### src/pkg/adcsro_pkg.sv
// Constants for the converter serial readout control block
package adcsro_pkg;
  localparam int unsigned WORD_BITS = 20;
  localparam logic [4:0] LAST_BIT = 5'h13;
  localparam logic [2:0] CAL_HOLD_CYCLES = 3'h4;
  localparam logic [2:0] LOAD_BLANK_CYCLES = 3'h4;
  localparam logic [1:0] SCLK_DIV_LAST = 2'h3;
  localparam logic [1:0] SCLK_HIGH_PHASE = 2'h0;
  localparam logic [1:0] SCLK_FALL_PHASE = 2'h1;
  localparam logic [1:0] SCLK_RISE_PHASE = 2'h0;
  localparam logic [11:0] CAL_RUN_CYCLES = 12'h040;
  localparam logic [1:0] TRIM_SYS_OFFSET = 2'h0;

  typedef enum logic [1:0] {
    ADCSRO_IDLE = 2'h0,
    ADCSRO_SHIFT = 2'h1,
    ADCSRO_FINISH = 2'h3
  } adcsro_state_t;
endpackage : adcsro_pkg

### src/rtl/adcsro_top.sv
// Serial readout control of a 20-bit converter: word register, ready flag, two serial modes
`timescale 1ns/100ps
module adcsro_top
(
  input wire logic sys_clk_in,
  input wire logic nrst_in,
  input wire logic mode_self_clock_in,
  input wire logic cal_strobe_in,
  input wire logic trim_type_select_a_in,
  input wire logic trim_type_select_b_in,
  input wire logic sleep_n_in,
  input wire logic polarity_range_select_in,
  input wire logic cs_n_in,
  input wire logic sclk_in,
  input wire logic result_valid_in,
  output logic result_ready_out,
  input wire logic [19:0] result_data_in,
  output logic sclk_out,
  output logic sclk_oe_n_out,
  output logic serial_out_line_out,
  output logic serial_out_line_oe_n_out,
  output logic word_valid_n_out,
  output logic standby_out,
  output logic bipolar_out,
  output logic calibrating_out,
  output logic [1:0] trim_type_out,
  output logic sys_offset_cal_out
);
  logic rst_s1_ff;
  logic rst_n;
  always_ff @(posedge sys_clk_in or negedge nrst_in)
  begin
    if (!nrst_in)
    begin
      rst_s1_ff <= 1'b0;
      rst_n <= 1'b0;
    end
    else
    begin
      rst_s1_ff <= 1'b1;
      rst_n <= rst_s1_ff;
    end
  end

  // Three-stage samplers for pins from outside this clock
  logic [2:0] cs_sync_ff;
  logic [2:0] sck_sync_ff;
  logic [2:0] cal_sync_ff;
  logic [2:0] slp_sync_ff;
  logic [2:0] mode_sync_ff;
  logic [2:0] pol_sync_ff;
  always_ff @(posedge sys_clk_in or negedge rst_n)
  begin
    if (!rst_n)
    begin
      cs_sync_ff <= 3'h7;
      sck_sync_ff <= 3'h0;
      cal_sync_ff <= 3'h0;
      slp_sync_ff <= 3'h7;
      mode_sync_ff <= 3'h0;
      pol_sync_ff <= 3'h0;
    end
    else
    begin
      cs_sync_ff <= {cs_sync_ff[1:0], cs_n_in};
      sck_sync_ff <= {sck_sync_ff[1:0], sclk_in};
      cal_sync_ff <= {cal_sync_ff[1:0], cal_strobe_in};
      slp_sync_ff <= {slp_sync_ff[1:0], sleep_n_in};
      mode_sync_ff <= {mode_sync_ff[1:0], mode_self_clock_in};
      pol_sync_ff <= {pol_sync_ff[1:0], polarity_range_select_in};
    end
  end
  wire cs_fall = !cs_sync_ff[1] && cs_sync_ff[2];
  wire cs_high = cs_sync_ff[1] && cs_sync_ff[2];
  wire sck_fall = !sck_sync_ff[1] && sck_sync_ff[2];
  wire cal_high = cal_sync_ff[1] && cal_sync_ff[2];
  wire cal_rise = cal_sync_ff[1] && !cal_sync_ff[2];
  wire cal_fall = !cal_sync_ff[1] && cal_sync_ff[2];
  wire awake = slp_sync_ff[1] && slp_sync_ff[2];
  wire self_mode = mode_sync_ff[1] && mode_sync_ff[2];
  wire pol_steady = (pol_sync_ff[1] == pol_sync_ff[2]);

  // Strobe held long resets the block, calibration follows its fall
  logic [2:0] cal_cnt_ff;
  logic cal_reset_ff;
  logic [11:0] cal_run_ff;
  logic [1:0] trim_ff;
  wire cal_long = (cal_cnt_ff == adcsro_pkg::CAL_HOLD_CYCLES) && cal_high;
  wire [2:0] nxt_cal_cnt = !cal_high ? 3'h0 : (cal_long ? cal_cnt_ff : cal_cnt_ff + 3'h1);
  wire soft_reset = cal_long || cal_reset_ff;
  always_ff @(posedge sys_clk_in or negedge rst_n)
  begin
    if (!rst_n)
    begin
      cal_cnt_ff <= 3'h0;
      cal_reset_ff <= 1'b0;
      cal_run_ff <= 12'h000;
      trim_ff <= 2'h0;
    end
    else
    begin
      cal_cnt_ff <= nxt_cal_cnt;
      if (cal_rise)
        trim_ff <= {trim_type_select_b_in, trim_type_select_a_in};
      if (cal_long)
        cal_reset_ff <= 1'b1;
      else if (cal_fall)
        cal_reset_ff <= 1'b0;
      if (cal_fall && cal_reset_ff)
        cal_run_ff <= adcsro_pkg::CAL_RUN_CYCLES;
      else if (cal_run_ff != 12'h000)
        cal_run_ff <= cal_run_ff - 12'h001;
    end
  end

  // Result path: new word passes the buffer, then loads the output register
  logic buf_valid;
  logic [19:0] buf_data;
  logic [19:0] out_word_ff;
  logic [2:0] blank_ff;
  logic have_word_ff;
  adcsro_pkg::adcsro_state_t state_ff;
  wire busy = (state_ff != adcsro_pkg::ADCSRO_IDLE);
  // A held word is never overwritten, so a slow reader loses nothing
  wire load = buf_valid && !busy && !have_word_ff && (blank_ff == 3'h0) && awake;
  adcsro_buf2 u_buf
  (
    .clk_in(sys_clk_in),
    .rst_n_in(rst_n),
    .flush_in(soft_reset),
    .in_valid_in(result_valid_in && awake && !soft_reset),
    .in_ready_out(result_ready_out),
    .in_data_in(result_data_in),
    .out_valid_out(buf_valid),
    .out_ready_in(load),
    .out_data_out(buf_data)
  );

  // Self clock: four-phase divider, high one phase in four
  logic [1:0] div_ff;
  logic sck_o_ff;
  // Shift only after a driven high phase, so no bit leaves unclocked
  wire self_fall = (div_ff == adcsro_pkg::SCLK_FALL_PHASE) && sck_o_ff;
  wire shift_edge = self_mode ? self_fall : sck_fall;
  logic [4:0] bit_ff;
  logic sdo_ff;
  logic sdo_oe_n_ff;
  logic sck_oe_n_ff;
  logic word_valid_n_n_ff;
  wire last_bit = (bit_ff == adcsro_pkg::LAST_BIT);

  always_ff @(posedge sys_clk_in or negedge rst_n)
  begin
    if (!rst_n)
    begin
      div_ff <= 2'h0;
      state_ff <= adcsro_pkg::ADCSRO_IDLE;
      bit_ff <= 5'h00;
      out_word_ff <= 20'h00000;
      have_word_ff <= 1'b0;
      blank_ff <= 3'h0;
      sdo_ff <= 1'b0;
      sdo_oe_n_ff <= 1'b1;
      sck_o_ff <= 1'b0;
      sck_oe_n_ff <= 1'b1;
    end
    else if (soft_reset || !awake)
    begin
      div_ff <= 2'h0;
      state_ff <= adcsro_pkg::ADCSRO_IDLE;
      bit_ff <= 5'h00;
      have_word_ff <= 1'b0;
      blank_ff <= 3'h0;
      sdo_oe_n_ff <= 1'b1;
      sck_oe_n_ff <= 1'b1;
      sck_o_ff <= 1'b0;
    end
    else
    begin
      div_ff <= (div_ff == adcsro_pkg::SCLK_DIV_LAST) ? 2'h0 : div_ff + 2'h1;
      if (load)
      begin
        out_word_ff <= buf_data;
        have_word_ff <= 1'b1;
        blank_ff <= adcsro_pkg::LOAD_BLANK_CYCLES;
      end
      else if (blank_ff != 3'h0)
        blank_ff <= blank_ff - 3'h1;
      case (state_ff)
        adcsro_pkg::ADCSRO_IDLE:
        begin
          if (cs_fall && have_word_ff && blank_ff == 3'h0)
          begin
            state_ff <= adcsro_pkg::ADCSRO_SHIFT;
            bit_ff <= 5'h00;
            sdo_ff <= out_word_ff[adcsro_pkg::WORD_BITS - 1];
            sdo_oe_n_ff <= 1'b0;
            sck_oe_n_ff <= !self_mode;
          end
        end
        adcsro_pkg::ADCSRO_SHIFT:
        begin
          if (self_mode)
            sck_o_ff <= (div_ff == adcsro_pkg::SCLK_HIGH_PHASE);
          if (shift_edge)
          begin
            if (last_bit || cs_high)
            begin
              state_ff <= adcsro_pkg::ADCSRO_FINISH;
              sck_o_ff <= 1'b0;
            end
            else
            begin
              bit_ff <= bit_ff + 5'h01;
              sdo_ff <= out_word_ff[5'(adcsro_pkg::LAST_BIT - bit_ff - 5'h01)];
            end
            if (last_bit)
              have_word_ff <= load;
          end
        end
        default:
        begin
          state_ff <= adcsro_pkg::ADCSRO_IDLE;
          sdo_oe_n_ff <= 1'b1;
          sck_oe_n_ff <= 1'b1;
          sck_o_ff <= 1'b0;
        end
      endcase
    end
  end

  wire nxt_word_valid_n_n = !(have_word_ff && blank_ff == 3'h0) || (blank_ff != 3'h0);
  always_ff @(posedge sys_clk_in or negedge rst_n)
  begin
    if (!rst_n)
      word_valid_n_n_ff <= 1'b1;
    else
      word_valid_n_n_ff <= nxt_word_valid_n_n;
  end

  logic standby_ff;
  logic bipolar_ff;
  logic cal_ff;
  logic sys_off_ff;
  always_ff @(posedge sys_clk_in or negedge rst_n)
  begin
    if (!rst_n)
    begin
      standby_ff <= 1'b0;
      bipolar_ff <= 1'b0;
      cal_ff <= 1'b0;
      sys_off_ff <= 1'b0;
    end
    else
    begin
      standby_ff <= !awake;
      if (pol_steady)
        bipolar_ff <= pol_sync_ff[2];
      cal_ff <= soft_reset || (cal_run_ff != 12'h000);
      sys_off_ff <= (cal_run_ff != 12'h000) && !trim_ff[1];
    end
  end

  assign sclk_out = sck_o_ff;
  assign sclk_oe_n_out = sck_oe_n_ff;
  assign serial_out_line_out = sdo_ff;
  assign serial_out_line_oe_n_out = sdo_oe_n_ff;
  assign word_valid_n_out = word_valid_n_n_ff;
  assign standby_out = standby_ff;
  assign bipolar_out = bipolar_ff;
  assign calibrating_out = cal_ff;
  assign trim_type_out = trim_ff;
  assign sys_offset_cal_out = sys_off_ff;

  chk_load_blanks_valid: assert property (@(posedge sys_clk_in) disable iff (!rst_n)
    load |=> ##1 word_valid_n_out [*4])
    else $error("word valid not held high after load");
  chk_cal_long_reset: assert property (@(posedge sys_clk_in) disable iff (!rst_n)
    cal_long |=> (state_ff == adcsro_pkg::ADCSRO_IDLE) && sdo_oe_n_ff)
    else $error("long strobe did not reset shifter");
  chk_sleep_standby: assert property (@(posedge sys_clk_in) disable iff (!rst_n)
    !awake |=> standby_out && sdo_oe_n_ff)
    else $error("sleep did not enter standby");
  chk_bipolar_follow: assert property (@(posedge sys_clk_in) disable iff (!rst_n)
    pol_steady |=> bipolar_out == $past(pol_sync_ff[2]))
    else $error("polarity output wrong");
  chk_self_clock_duty: assert property (@(posedge sys_clk_in) disable iff (!rst_n)
    $rose(sclk_out) |=> !sclk_out)
    else $error("self clock high longer than one phase");
  chk_start_on_cs: assert property (@(posedge sys_clk_in) disable iff (!rst_n)
    $fell(sdo_oe_n_ff) |-> $past(cs_fall))
    else $error("data driven without chip select fall");
  chk_trim_sample: assert property (@(posedge sys_clk_in) disable iff (!rst_n)
    cal_rise |=> trim_ff == $past({trim_type_select_b_in, trim_type_select_a_in}))
    else $error("trim type not sampled at strobe rise");
  chk_release_after: assert property (@(posedge sys_clk_in) disable iff (!rst_n)
    state_ff == adcsro_pkg::ADCSRO_FINISH |=> sdo_oe_n_ff && sck_oe_n_ff)
    else $error("lines not released after word");
endmodule : adcsro_top

### src/rtl/adcsro_buf2.sv
// Two-entry word buffer between result source and serial shifter
`timescale 1ns/100ps
module adcsro_buf2
(
  input wire logic clk_in,
  input wire logic rst_n_in,
  input wire logic flush_in,
  input wire logic in_valid_in,
  output logic in_ready_out,
  input wire logic [19:0] in_data_in,
  output logic out_valid_out,
  input wire logic out_ready_in,
  output logic [19:0] out_data_out
);
  logic [19:0] mem_ff [0:1];
  logic rd_ptr_ff;
  logic wr_ptr_ff;
  logic [1:0] cnt_ff;
  logic ready_ff;
  wire push = in_valid_in && in_ready_out;
  wire pop = out_valid_out && out_ready_in;
  wire [1:0] nxt_cnt = cnt_ff + {1'b0, push} - {1'b0, pop};

  // Ready is registered so that the port comes straight from a flip-flop
  assign in_ready_out = ready_ff;
  assign out_valid_out = (cnt_ff != 2'h0);
  assign out_data_out = mem_ff[rd_ptr_ff];

  always_ff @(posedge clk_in or negedge rst_n_in)
  begin
    if (!rst_n_in)
    begin
      rd_ptr_ff <= 1'b0;
      wr_ptr_ff <= 1'b0;
      cnt_ff <= 2'h0;
      ready_ff <= 1'b0;
      mem_ff[0] <= 20'h00000;
      mem_ff[1] <= 20'h00000;
    end
    else if (flush_in)
    begin
      rd_ptr_ff <= 1'b0;
      wr_ptr_ff <= 1'b0;
      cnt_ff <= 2'h0;
      ready_ff <= 1'b1;
    end
    else
    begin
      if (push)
      begin
        mem_ff[wr_ptr_ff] <= in_data_in;
        wr_ptr_ff <= ~wr_ptr_ff;
      end
      if (pop)
        rd_ptr_ff <= ~rd_ptr_ff;
      cnt_ff <= nxt_cnt;
      ready_ff <= (nxt_cnt != 2'h2);
    end
  end

  chk_buf_count: assert property (@(posedge clk_in) disable iff (!rst_n_in) cnt_ff <= 2'h2)
    else $error("buffer count above two");
  chk_buf_ready_full: assert property (@(posedge clk_in) disable iff (!rst_n_in) (cnt_ff == 2'h2) |-> !in_ready_out)
    else $error("buffer full but ready shown");
endmodule : adcsro_buf2

### config.mk
export PLATFORM = sky130hd
export DESIGN_NAME = adcsro_top
export DESIGN_NICKNAME = d
export VERILOG_FILES = /design/src/pkg/adcsro_pkg.sv /design/src/rtl/adcsro_top.sv /design/src/rtl/adcsro_buf2.sv
export SDC_FILE = /design/constraint.sdc
export NUM_CORES = 1
export LEC_CHECK = 0
export BUFFER_PORTS_ARGS = -buffer_cell sky130_fd_sc_hd__buf_2
export CAP_MARGIN = 20
export CORE_MARGIN = 2
export CORE_UTILIZATION = 60
export CTS_BUF_LIST = sky130_fd_sc_hd__clkbuf_8
export DETAILED_ROUTE_END_ITERATION = 8
export PLACE_DENSITY = 0.86
export SLEW_MARGIN = 20
export SYNTH_ARGS = -nofsm -noshare
export SYNTH_HDL_FRONTEND = slang
export SYNTH_SLANG_ARGS = --single-unit
### constraint.sdc
create_clock -name sys_clk_in -period 4.5 [get_ports sys_clk_in]
set_input_delay 0.225 -clock sys_clk_in [delete_from_list [all_inputs] [get_ports sys_clk_in]]
set_output_delay 0.225 -clock sys_clk_in [all_outputs]
set_load 0.05 [all_outputs]
---- After elaboration in Yosys (flattened, before gate mapping) ----
Index checks and enable logic that the tools add are counted.
cells by class
  add/subtract/negate cells ............... 9
  multipliers ............................. 0
  div/mod/pow operators ................... 0
  order comparisons ....................... 4
  eq/ne operators ......................... 17
  shift operators ......................... 0
  muxes and demuxes ....................... 56
  bitwise operators ....................... 6
  reduce and logical (&&, ||, !) cells .... 60
operator list
  kind                                                                           number
  20-bit 2-to-1 mux                                                              4
  40-bit bitwise mux                                                             1
  1-bit 2-to-1 mux                                                               25
  1-bit logical AND                                                              24
  12-bit 2-to-1 mux                                                              2
  20-bit demux with 1-bit select                                                 1
  5-bit 2-to-1 mux                                                               4
  3-bit 2-to-1 mux                                                               5
  2-bit 2-to-1 mux                                                               7
  2-bit inequality test (second input constant)                                  7
  2-bit nonzero test                                                             7
  3-bit inequality test (second input constant)                                  4
  12-bit nonzero test                                                            1
  12-bit by 1-bit subtractor with 12-bit output (second input constant)          1
  1-bit zero test                                                                11
  5-bit case mux with 2 select lines                                             1
  3-bit nonzero test                                                             3
  1-bit case mux with 2 select lines                                             4
  5-bit by 6-bit less-than comparator with 1-bit output (second input constant)  1
  2-bit AND reduction                                                            3
  5-bit by 1-bit adder with 5-bit output (second input constant)                 1
  1-bit binary-select mux with 5-bit select                                      1
  5-bit == test (second input constant)                                          1
  1-bit logical OR                                                               5
  21 further kinds                                                               28
word-level totals
  register bits ........................... 125
  latch bits .............................. 0
  RAM bits ................................ 0
  memory bits (read-only) ................. 0
  output and inout port bits .............. 12
  word-level logic and storage cells ...... 185
  memories kept ........................... 0

---- Logic depth before layout (Yosys ltp) ----
Gate-level depths: netlist of the first run.
  word-level depth ........................ 11
  gate-level depth with buffers ........... 11

---- Modules after synthesis ----
A second synthesis of the first run with hierarchy kept.
unflattened totals
  cells, all modules ...................... 421
  area total of the unflattened synthesis .. 5589.1 um2
modules (own cells, without submodules)
  module       times used  cells an instance  area an instance (um2)  sequential area each (um2)
  adcsro_top   1           292                3514.6                  2013.2
  adcsro_buf2  1           129                2074.5                  1126.1

---- Least setup slack after synthesis of the first run ----
No wires, ideal clock.
  kind .................................... reg2reg
  start point ............................. register blank_ff[0]
  end point ............................... register u_buf.ready_ff (netlist: u_buf.in_ready_out)
  data arrival time ....................... 2.494 ns
  required time ........................... 4.369 ns
  slack ................................... 1.875 ns
  cell stages (with the launch flop) ...... 12
  path buffers ............................ 0
  period minus slack after synthesis ...... 2.625 ns
  cells stage by stage .................... dfrtp_1 > inv_1 > ha_1 > nand2b_2 > or4_4 > nor3_2 > ha_1 > inv_1 > ha_1 > xor2_1 > xnor2_1 > or3_1
between the ends
  word-level cells in the longest chain between the ends .. 7
RTL lines
  item                                         RTL line           RTL
  start: declaration                           adcsro_top.sv:120  logic [2:0] blank_ff;
  start signal: assignment                     adcsro_top.sv:185  blank_ff <= adcsro_pkg::LOAD_BLANK_CYCLES;
  start signal: assignment                     adcsro_top.sv:188  blank_ff <= blank_ff - 3'h1;
  3-bit zero test                              adcsro_top.sv:125  wire load = buf_valid && !busy && !have_word_ff && (blank_ff == 3'h0) && awake;
  1-bit logical AND (2 in series)              adcsro_top.sv:125
  1-bit logical AND                            adcsro_buf2.sv:21  wire pop = out_valid_out && out_ready_in;
  2-bit by 1-bit subtractor with 2-bit output  adcsro_buf2.sv:22  wire [1:0] nxt_cnt = cnt_ff + {1'b0, push} - {1'b0, pop};
  2-bit inequality test                        adcsro_buf2.sv:57  ready_ff <= (nxt_cnt != 2'h2);
  1-bit 2-to-1 mux                             adcsro_buf2.sv:40  else if (flush_in)
  end signal: assignment                       adcsro_buf2.sv:57
  end: declaration                             adcsro_buf2.sv:19  logic ready_ff;
No other way between the ends.
A chain may end at the register's enable or synchronous reset.

---- Worst setup path after layout of the first run ----
  start point ............................. register cal_cnt_ff[0]
  end point ............................... register out_word_ff[1]
between the ends
  word-level cells in the longest chain between the ends .. 6
RTL lines
  item                           RTL line           RTL
  start: declaration             adcsro_top.sv:84   logic [2:0] cal_cnt_ff;
  start signal: assignment       adcsro_top.sv:102  cal_cnt_ff <= nxt_cal_cnt;
  3-bit == test                  adcsro_top.sv:88   wire cal_long = (cal_cnt_ff == adcsro_pkg::CAL_HOLD_CYCLES) && cal_high;
  1-bit logical AND              adcsro_top.sv:88
  1-bit logical OR               adcsro_top.sv:90   wire soft_reset = cal_long || cal_reset_ff;
  1-bit logical OR               adcsro_top.sv:167  else if (soft_reset || !awake)
  1-bit inverter (no line)       -
  2-bit AND reduction (no line)  -
  end signal: assignment         adcsro_top.sv:183  out_word_ff <= buf_data;
  end: declaration               adcsro_top.sv:119  logic [19:0] out_word_ff;
No other way between the ends.

==> results of run 1 <==
-- flip-flops by register name, summed over array words and instances, names as in the netlist, 5 cells and up --
| name | flops |
|---|---|
| u_buf.mem_ff | 40 |
| cal_run_ff | 12 |
| bit_ff | 5 |
| out_word_ff | 20 |
-- routing by layer --
layer / wire length [um] / GRT usage [%] / part of all wire, %
met5: 0 / 0 / 0
met2: 5240 / 36.1 / 51
met1: 4650 / 29.9 / 45
met4: 149 / 9.59 / 1.4
met3: 319 / 5.41 / 3.1
-- cell families after synthesis --
logic type,after synthesis,synth area share [%]
compound gates,54,7.64
xor+xnor,20,3.13
fa+ha+maj,14,3.08
buf+inv,35,3.24
flops,125,56.1
mux,71,14.8
other cells,1,0.0670
simple gates,124,12.0
-- critical path: cells and delay by family (launching register included) --
kind | cells | cell delay (ps)
simple gates | 3 | 1030
fa+ha+maj | 1 | 240
buf+inv | 2 | 530
compound gates | 2 | 570
flops | 1 | 400
-- worst paths after layout --
path                                    from              end  slack (ps)  cells past startpoint
min in group asynchronous            nrst_in            rst_n         110                      2
max in group asynchronous              rst_n   slp_sync_ff[2]        3070                      2
max reg2reg                    cal_cnt_ff[0]   out_word_ff[1]        1650                      8
min                        result_data_in[5]  u_buf.mem_ff[5]          40                      2
max                            cal_cnt_ff[0]   out_word_ff[1]        1650                      8
min reg2reg                            rst_n  u_buf.mem_ff[9]         300                      0
-- placed cells by master, fill, tap and decap left out, drive strengths merged, types with 13 or more instances in the layout --
master,instances
dfrtp,116
inv,16
ha,13
buf,46
clkbuf,20
a21oi,28
nor2,51
mux2i,22
mux2,44
nand2,23
-- per-stage QoR --
stage,hold WS (ps),area [sq um],instances
after floorplan,-70.6,5600,444
after global placement,10.8,5860,580
after detailed placement,16.2,5860,580
after CTS,17.9,6390,621
after global routing,17.2,6420,622
final,38.3,6420,622
-- power groups by stage --
stage / logic [W] / clock network [W] / registers (W)
6_report: 0.00106 / 0.00107 / 0.00183
5_1_grt: 0.00117 / 0.00114 / 0.00188
4_1_cts: 0.00106 / 0.00109 / 0.00183
3_5_place_dp: 0.00104 / 0 / 0.00184
3_3_place_gp: 0.000993 / 0 / 0.00180
2_1_floorplan: 0.000874 / 0 / 0.00177
-- cell type report --
type / instances / share of cell area, %
sequential: 125 / 49.0
multi-input combinational: 284 / 35.6
timing repair buffer: 55 / 5.46
clock buffer: 20 / 4.29
clock inverter: 12 / 2.61
tap: 111 / 2.16
inverter: 15 / 0.877
==> results.yml, run 1 <==
timing:
  layout_min_cycle_time_ps: 2850
  fin_setup_tns_ps: 0
  fmax_mhz: 350
  fin_skew_ps: 7.57
  fin_crit_sh_pct: 63.4
  setup_violations: 0
  relSlewSlack_pct: 33.4
  maxSlewViolCount: 0
  fin_ws_ps: 1650
  worstMarginPinSlew_ps: 996
  rsz0062_at_grt: "no"
  hold_violations: 0
layout:
  layout-drive-gt1-share_pct: 33.1
  area_growth_pct: 14.6
  multi_input_area_sq_um: 2280
  insertedDiodeCount: 0
  register_area_sq_um: 3140
  fin_util_pct: 70.1
  nFillCells: 597
  nets: 542
floorplan:
  core_area_sq_um: 9150
  dieArea_sq_um: 10100
  pin_count: 43
  die_w_um: 101
  die_h_um: 101
  start_util_pct: 61.2
  rows: 35
logic_synthesis:
  synth-edff-count: 0
  synth_area_leader_cell: "dfrtp_1"
  synthCells: 444
  syn_avg_cell_area_sq_um: 12.6
  ys_seq_area_share_pct: 56.1
  yosysMostFrequentCell: "dfrtp_1"
  synth_top_area_share_pct: 51.8
  synthTopCellsByArea: "dfrtp_1 (52%), mux2_2 (8.8%), dfstp_2 (4.2%)"
  synthesis.area_sq_um: 5600
  synth_seq_cells: 125
  ys.warnings.count: 0
  ys_types: 56
  synthFlopType: "dfrtp_1"
  synthArstFlopShare_pct: 100
  synth_nets: 488
  yosys-top-cells-count: "dfrtp_1 (116), nor2_1 (51), mux2_2 (44), nand2_1 (23), mux2i_1 (22)"
power_and_ir_drop:
  leakagePower_nw: 2.84
  power.share.switching_pct: 32.0
  switchingPower_w: 0.00127
  seqPwrFrac_pct: 46.1
  powerDensity_nw_per_um2: 617
  power_w: 0.00396
  ir_drop_v: 0.000306
  p_comb_share_pct: 26.8
  intPower_w: 0.00269
  pwr-share-clk_pct: 27.1
grt:
  overflow: 0
  grt_pass1_vias: 3747
  track_usage_pct: 22.6
  antenna_found_initial: 0
  grt_pass1_wl_um: 17800
  grt_max_degree: 90
worst_setup_path:
  arrival_ps: 3210
  crit_fanout: 42
  crit_chain: "inv_1, ha_1, a41oi_1, nand3_1, nor3_4, buf_4, nor2_1, a21oi_2"
  crit_slowest_cell: "nand3_1"
  critPathRequiredTime_ps: 4860
  critPathCaptureType: "register"
  setup.worst_path.start_class: "register"
  slowest_delay_ps: 590
  path_class: "register to register"
routing:
  drc: 0
  vias: 3552
  routed_via_density: 5.71
  drt_iter0_drc: 176
  drt_wl_total_um: 10300
  wire_per_inst_um: 16.6
  firstDrtPassIters: 4
  postRouteAntennaNets: 0
cts:
  cts_buffer_depth: 2
  ctsHoldBuffers: 9
  clock_latency_ps: 430
  cts.sinks: 125
  cts-resized-gates: 0
  cts_tree: "built"
  post_cts_buffers: 0
  clockRootBuffer: "clkbuf_8"
  htree_levels: 4
  clk_pin_slew_ps: 70
  cts_buffers: 17
run:
  max_cap_viol_count: 0
run_status:
  status: "finished, final reports clean"
worst_hold_path:
  hold_class: "input port to register"
place:
  port_buffers: 42
  place_ws_ps: 1650
  gp_congestion: 0.845
  dp_hpwl_um: 6550
Power figures use the tool's default switching activity.
==> run 2, diff against run 1 <==
- clock period: 4.5 -> 3 ns (I/O delays scaled with it)
==> run 2 against run 1 <==
  * Global-route usage up 0.47 points
  * Sequential share of layout area shrank 1.5 points
  * Via count increased by 4.0%
  * Critical path type unchanged
  * Register-to-register slack lost 1400 ps
  * Largest cell class unchanged
  * Largest power group unchanged
  * Clock skew increased by 0.51 ps
==> results.yml, run 2 (synthesized netlist as in run 1, its figures left out) <==
routing:
  firstDrtPassIters: 4
  routed_via_density: 5.73
  postRouteAntennaNets: 0
  drc: 0
  drt_iter0_drc: 182
  vias: 3695
  wire_per_inst_um: 16.5
  drt_wl_total_um: 10600
power_and_ir_drop:
  powerDensity_nw_per_um2: 899
  seqPwrFrac_pct: 45.3
  leakagePower_nw: 2.94
  pwr-share-clk_pct: 26.7
  power.share.switching_pct: 32.2
  intPower_w: 0.00404
  switchingPower_w: 0.00192
  ir_drop_v: 0.000517
  p_comb_share_pct: 28.1
cts:
  cts_buffer_depth: 2
  cts_tree: "built"
  cts-resized-gates: 0
  post_cts_buffers: 0
  clk_pin_slew_ps: 70
  htree_levels: 4
  cts.sinks: 125
  cts_buffers: 17
  clockRootBuffer: "clkbuf_8"
  clock_latency_ps: 430
timing:
  setup_violations: 0
  rsz0062_at_grt: "no"
  hold_ws_ps: 29.3
  layout_min_cycle_time_ps: 2780
  fin_ws_ps: 221
  fmax_mhz: 360
  maxSlewViolCount: 0
  worstMarginPinSlew_ps: 651
  fin_skew_ps: 8.09
  fin_setup_tns_ps: 0
  fin_crit_sh_pct: 92.6
  relSlewSlack_pct: 56.6
  hold_violations: 0
worst_setup_path:
  r2r-start: "blank_ff[0]"
  critPathRequiredTime_ps: 3310
  rrSetupSlack_ps: 220
  path_class: "register to register"
  r2r_cells: 11
  arrival_ps: 3090
  r2r_end: "u_buf.in_ready_out"
  critPathCaptureType: "register"
  setup.worst_path.start_class: "register"
  crit_fanout: 4
  setup.worst_path.start: "blank_ff[0]"
layout:
  top_register: "u_buf.mem_ff"
  insertedDiodeCount: 0
  nets: 565
  area_growth_pct: 18.3
  mostFrequentLayoutCells: "dfrtp_1 (115), nor2_1 (51), mux2_2 (44)"
  layout-drive-gt1-share_pct: 31.8
  top_regs: "u_buf.mem_ff: 40 flops, out_word_ff: 20 flops, cal_run_ff: 12 flops"
  nFillCells: 568
  largest_reg_flops: 40
  fin_util_pct: 72.4
  layout_commonest_cell: "dfrtp_1"
  fin_area_sq_um: 6620
floorplan:
  rows: 35
  die_w_um: 101
  die_h_um: 101
  start_util_pct: 61.2
  dieArea_sq_um: 10100
  pin_count: 43
  core_area_sq_um: 9150
place:
  dp_hpwl_um: 6660
  port_buffers: 42
  place_area_sq_um: 5900
  gp_congestion: 0.852
  place_ws_ps: 224
worst_hold_path:
  hold_class: "input port to async pin"
run:
  max_cap_viol_count: 0
grt:
  antenna_found_initial: 0
  grt_pass1_vias: 3810
  grt_pass1_wl_um: 17900
  track_usage_pct: 23.1
  overflow: 0
  grt_max_degree: 73
run_status:
  status: "finished, final reports clean"
-- run 2: routing by layer --
metal / vias up / wire, um / track usage, %
li1: 1719 / - / -
met1: 1869 / 4710 / 29.2
met2: 82 / 5310 / 37.4
met3: 25 / 380 / 6.17
met4: 0 / 221 / 10.4
met5: - / 0 / 0
-- run 2: how the worst max path moves through the flow --
stage                               to  cells past startpoint
floorplan           u_buf.in_ready_out                     11
global placement    u_buf.in_ready_out                     11
detailed placement  u_buf.in_ready_out                     11
CTS                 u_buf.in_ready_out                     11
global route        u_buf.in_ready_out                     11
finish              u_buf.in_ready_out                     11
-- run 2: area by class of cell --
cell class                 instances  area, sq um  share of cell area [%]
timing repair buffer              78          566                    8.54
clock buffer                      19          262                    3.95
clock inverter                    13          173                    2.61
tap                              111          139                    2.10
sequential                       125         3140                    47.5
multi-input combinational        284         2280                    34.5
inverter                          15         56.3                   0.850
-- run 2: power by group through the flow --
| stage | combinational (W) | clock (W) | sequential, W |
|---|---|---|---|
| 2_1_floorplan | 0.00131 | 0 | 0.00265 |
| 3_5_place_dp | 0.00163 | 0 | 0.00270 |
| 4_1_cts | 0.00168 | 0.00161 | 0.00268 |
| 6_report | 0.00167 | 0.00159 | 0.00270 |
| 5_1_grt | 0.00184 | 0.00170 | 0.00276 |
| 3_3_place_gp | 0.00155 | 0 | 0.00266 |
-- run 2: timing repair --
action,CTS,global route
hold buffers,29,0
setup endpoints to repair,0,0
endpoints found under the hold margin,50,0
-- run 2: critical path, stage by stage, from the launching register on --
cell and delay (ps):
dfrtp_1 410, inv_1 100, ha_1 260, nand2b_2 120, or4_4 520, nor3_2 160
ha_1 260, inv_1 70, ha_1 170, xor2_1 200, xnor2_1 110, or3_1 310
-- run 2: through the flow --
stage | power (W) | cells
after floorplan | 0.00396 | 444
after global placement | 0.00420 | 584
after detailed placement | 0.00433 | 584
after CTS | 0.00598 | 645
after global routing | 0.00630 | 645
final | 0.00595 | 645
==> run 3, diff against run 2 <==
--- a/config.mk
+++ b/config.mk
@@ -7,2 +7,3 @@
 export LEC_CHECK = 0
+export ABC_AREA = 1
 export BUFFER_PORTS_ARGS = -buffer_cell sky130_fd_sc_hd__buf_2
==> constraint.sdc (replaced) <==
create_clock -name sys_clk_in -period 3 [get_ports sys_clk_in]
set_input_delay 0.75 -clock sys_clk_in [delete_from_list [all_inputs] [get_ports sys_clk_in]]
set_output_delay 0.75 -clock sys_clk_in [all_outputs]
set_load 0.05 [all_outputs]
==> run 3 against run 2 <==
  * Critical path depth fell by 1
  * Wire length rose by 1.1%
  * Register-to-register slack gained 730 ps
==> results.yml, run 3 <==
layout:
  area_growth_pct: 11.6
  nets: 713
  fin_util_pct: 69.3
  layout_commonest_cell: "nand2_1"
  mostFrequentLayoutCells: "nand2_1 (145), dfrtp_1 (115), inv_1 (86)"
  top_regs: "u_buf.mem_ff: 40 flops, out_word_ff: 20 flops, cal_run_ff: 12 flops"
  largest_reg_flops: 40
  insertedDiodeCount: 0
  top_register: "u_buf.mem_ff"
  layout-drive-gt1-share_pct: 18.6
power_and_ir_drop:
  power_w: 0.00563
  powerDensity_nw_per_um2: 875
  intPower_w: 0.00365
  switchingPower_w: 0.00198
  ir_drop_v: 0.000507
  leakagePower_nw: 3.33
  pwr-share-clk_pct: 25.9
  power.share.switching_pct: 35.1
  seqPwrFrac_pct: 46.3
  p_comb_share_pct: 27.8
worst_setup_path:
  path_buf_inv: 2
  path_class: "register to register"
  crit_fanout: 41
  crit_chain: "inv_1, ha_1, nand2_2, inv_2, a21oi_4, nand2_4, nor2_8, nand2_4, nand2_1, o21ai_2"
  crit_family: "simple AND/OR/NAND/NOR gates"
  slowest_delay_ps: 400
  crit_slowest_cell: "dfrtp_1"
  critPathRequiredTime_ps: 3320
  arrival_ps: 2360
  crit_top_cell: "nand2_4"
  critPathCaptureType: "register"
  setup.worst_path.start_class: "register"
floorplan:
  die_h_um: 102
  core_area_sq_um: 9280
  dieArea_sq_um: 10400
  die_w_um: 102
  rows: 35
  pin_count: 43
  start_util_pct: 62.1
timing:
  relSlewSlack_pct: 42.0
  setup_violations: 0
  fin_ws_ps: 954
  worstMarginPinSlew_ps: 870
  maxSlewViolCount: 0
  fin_skew_ps: 13.1
  fmax_mhz: 489
  layout_min_cycle_time_ps: 2050
  hold_ws_ps: 83.1
  rsz0062_at_grt: "no"
  fin_crit_sh_pct: 68.2
  hold_violations: 0
  fin_setup_tns_ps: 0
cts:
  ctsHoldBuffers: 0
  clk_pin_slew_ps: 80
  post_cts_buffers: 0
  cts-resized-gates: 0
  htree_levels: 4
  cts_buffer_depth: 2
  cts.sinks: 125
  clock_latency_ps: 440
  cts_buffers: 17
  clockRootBuffer: "clkbuf_8"
  cts_tree: "built"
logic_synthesis:
  ys_types: 42
  synth_area_leader_cell: "dfrtp_1"
  synthTopCellsByArea: "dfrtp_1 (50%), nand2_1 (9.4%), inv_1 (5.5%)"
  yosysMostFrequentCell: "nand2_1"
  synthesis.area_sq_um: 5770
  synthArstFlopShare_pct: 100
  yosys-top-cells-count: "nand2_1 (145), dfrtp_1 (116), inv_1 (85), nor2_1 (42), o21ai_0 (34)"
  synthFlopType: "dfrtp_1"
  syn_avg_cell_area_sq_um: 9.28
  synth_seq_cells: 125
  ys.warnings.count: 0
  synth_nets: 666
  ys_seq_area_share_pct: 54.4
  synthCells: 622
  synth_top_area_share_pct: 50.3
  synth-edff-count: 0
run_status:
  status: "finished, final reports clean"
grt:
  track_usage_pct: 23.3
  grt_pass1_vias: 4263
  overflow: 0
  antenna_found_initial: 0
  grt_pass1_wl_um: 18800
  grt_max_degree: 70
place:
  place_ws_ps: 993
  gp_congestion: 0.870
  port_buffers: 42
  dp_hpwl_um: 7320
routing:
  vias: 4233
  postRouteAntennaNets: 0
  drt_wl_total_um: 10700
  drc: 0
  firstDrtPassIters: 4
  drt_iter0_drc: 219
  routed_via_density: 5.22
  wire_per_inst_um: 13.2
worst_hold_path:
  hold_class: "input port to async pin"
run:
  max_cap_viol_count: 0
## run 3: changes by cell type in the layout (fill, tap and decap cells not counted), moves of 21 or more
cell,previous run,this run
mux2_2,44,2
dlygate4sd3_1,29,0
inv_1,17,86
o21ai_0,0,34
nand2_1,23,145
o21ai_2,0,21
## run 3: power groups by stage
| stage | sequential, W | combinational (W) | clock (W) |
|---|---|---|---|
| floorplan | 0.00262 | 0.00119 | 0 |
| global placement | 0.00260 | 0.00148 | 0 |
| detailed placement | 0.00262 | 0.00156 | 0 |
| CTS | 0.00260 | 0.00158 | 0.00149 |
| global route | 0.00268 | 0.00180 | 0.00156 |
| finish | 0.00261 | 0.00157 | 0.00146 |
## run 3: stage by stage
step,cells,cell area (sq um)
after floorplan,622,5770
after global placement,779,6030
after detailed placement,779,6030
after CTS,811,6440
after global routing,811,6440
final,811,6440
## run 3: worst paths after layout
kind                       depth (start not counted)          endpoint          start  slack, ps
min in group sys_clk_in                            0             rst_n      rst_s1_ff        350
min                                                1             rst_n        nrst_in         80
max                                               10  u_buf.mem_ff[37]  cal_cnt_ff[0]        950
max in group asynchronous                          1   u_buf.mem_ff[8]          rst_n       1680
max reg2reg                                       10  u_buf.mem_ff[37]  cal_cnt_ff[0]        950
min reg2reg                                        0             rst_n      rst_s1_ff        350
## run 3: per-layer routing
| metal | vias up | part of all wire, % | routed length [um] | global-route usage, % |
|---|---|---|---|---|
| met3 | 35 | 4.5 | 480 | 6.09 |
| met5 | - | 0 | 0 | 0 |
| met1 | 2014 | 45 | 4850 | 29.5 |
| li1 | 2073 | - | - | - |
| met2 | 111 | 47 | 5040 | 36.7 |
| met4 | 0 | 3.4 | 365 | 12.7 |
## run 3: kinds of logic after synthesis
logic type | count (synthesis) | share of synthesized area (%)
compound gates | 93 | 9.93
buf+inv | 108 | 8.28
simple gates | 248 | 18.8
fa+ha+maj | 14 | 2.99
other cells | 1 | 0.0650
flops | 125 | 54.4
mux | 22 | 3.86
xor+xnor | 11 | 1.67
## run 3: worst reg2reg max path: stages (launching register included)
cell	delay, ps
dfrtp_1	400
inv_1	60
ha_1	200
nand2_2	100
inv_2	60
a21oi_4	240
nand2_4	150
nor2_8	150
nand2_4	290
nand2_1	220
o21ai_2	70
## run 3: cell type report
| cell class | count | area [sq um] |
|---|---|---|
| Clock buffer | 19 | 262 |
| Clock inverter | 13 | 141 |
| Fill cell | 715 | 2850 |
| Inverter | 90 | 338 |
| Multi-Input combinational cell | 389 | 2150 |
| Sequential cell | 125 | 3140 |
| Tap cell | 129 | 161 |
| Timing Repair Buffer | 46 | 240 |
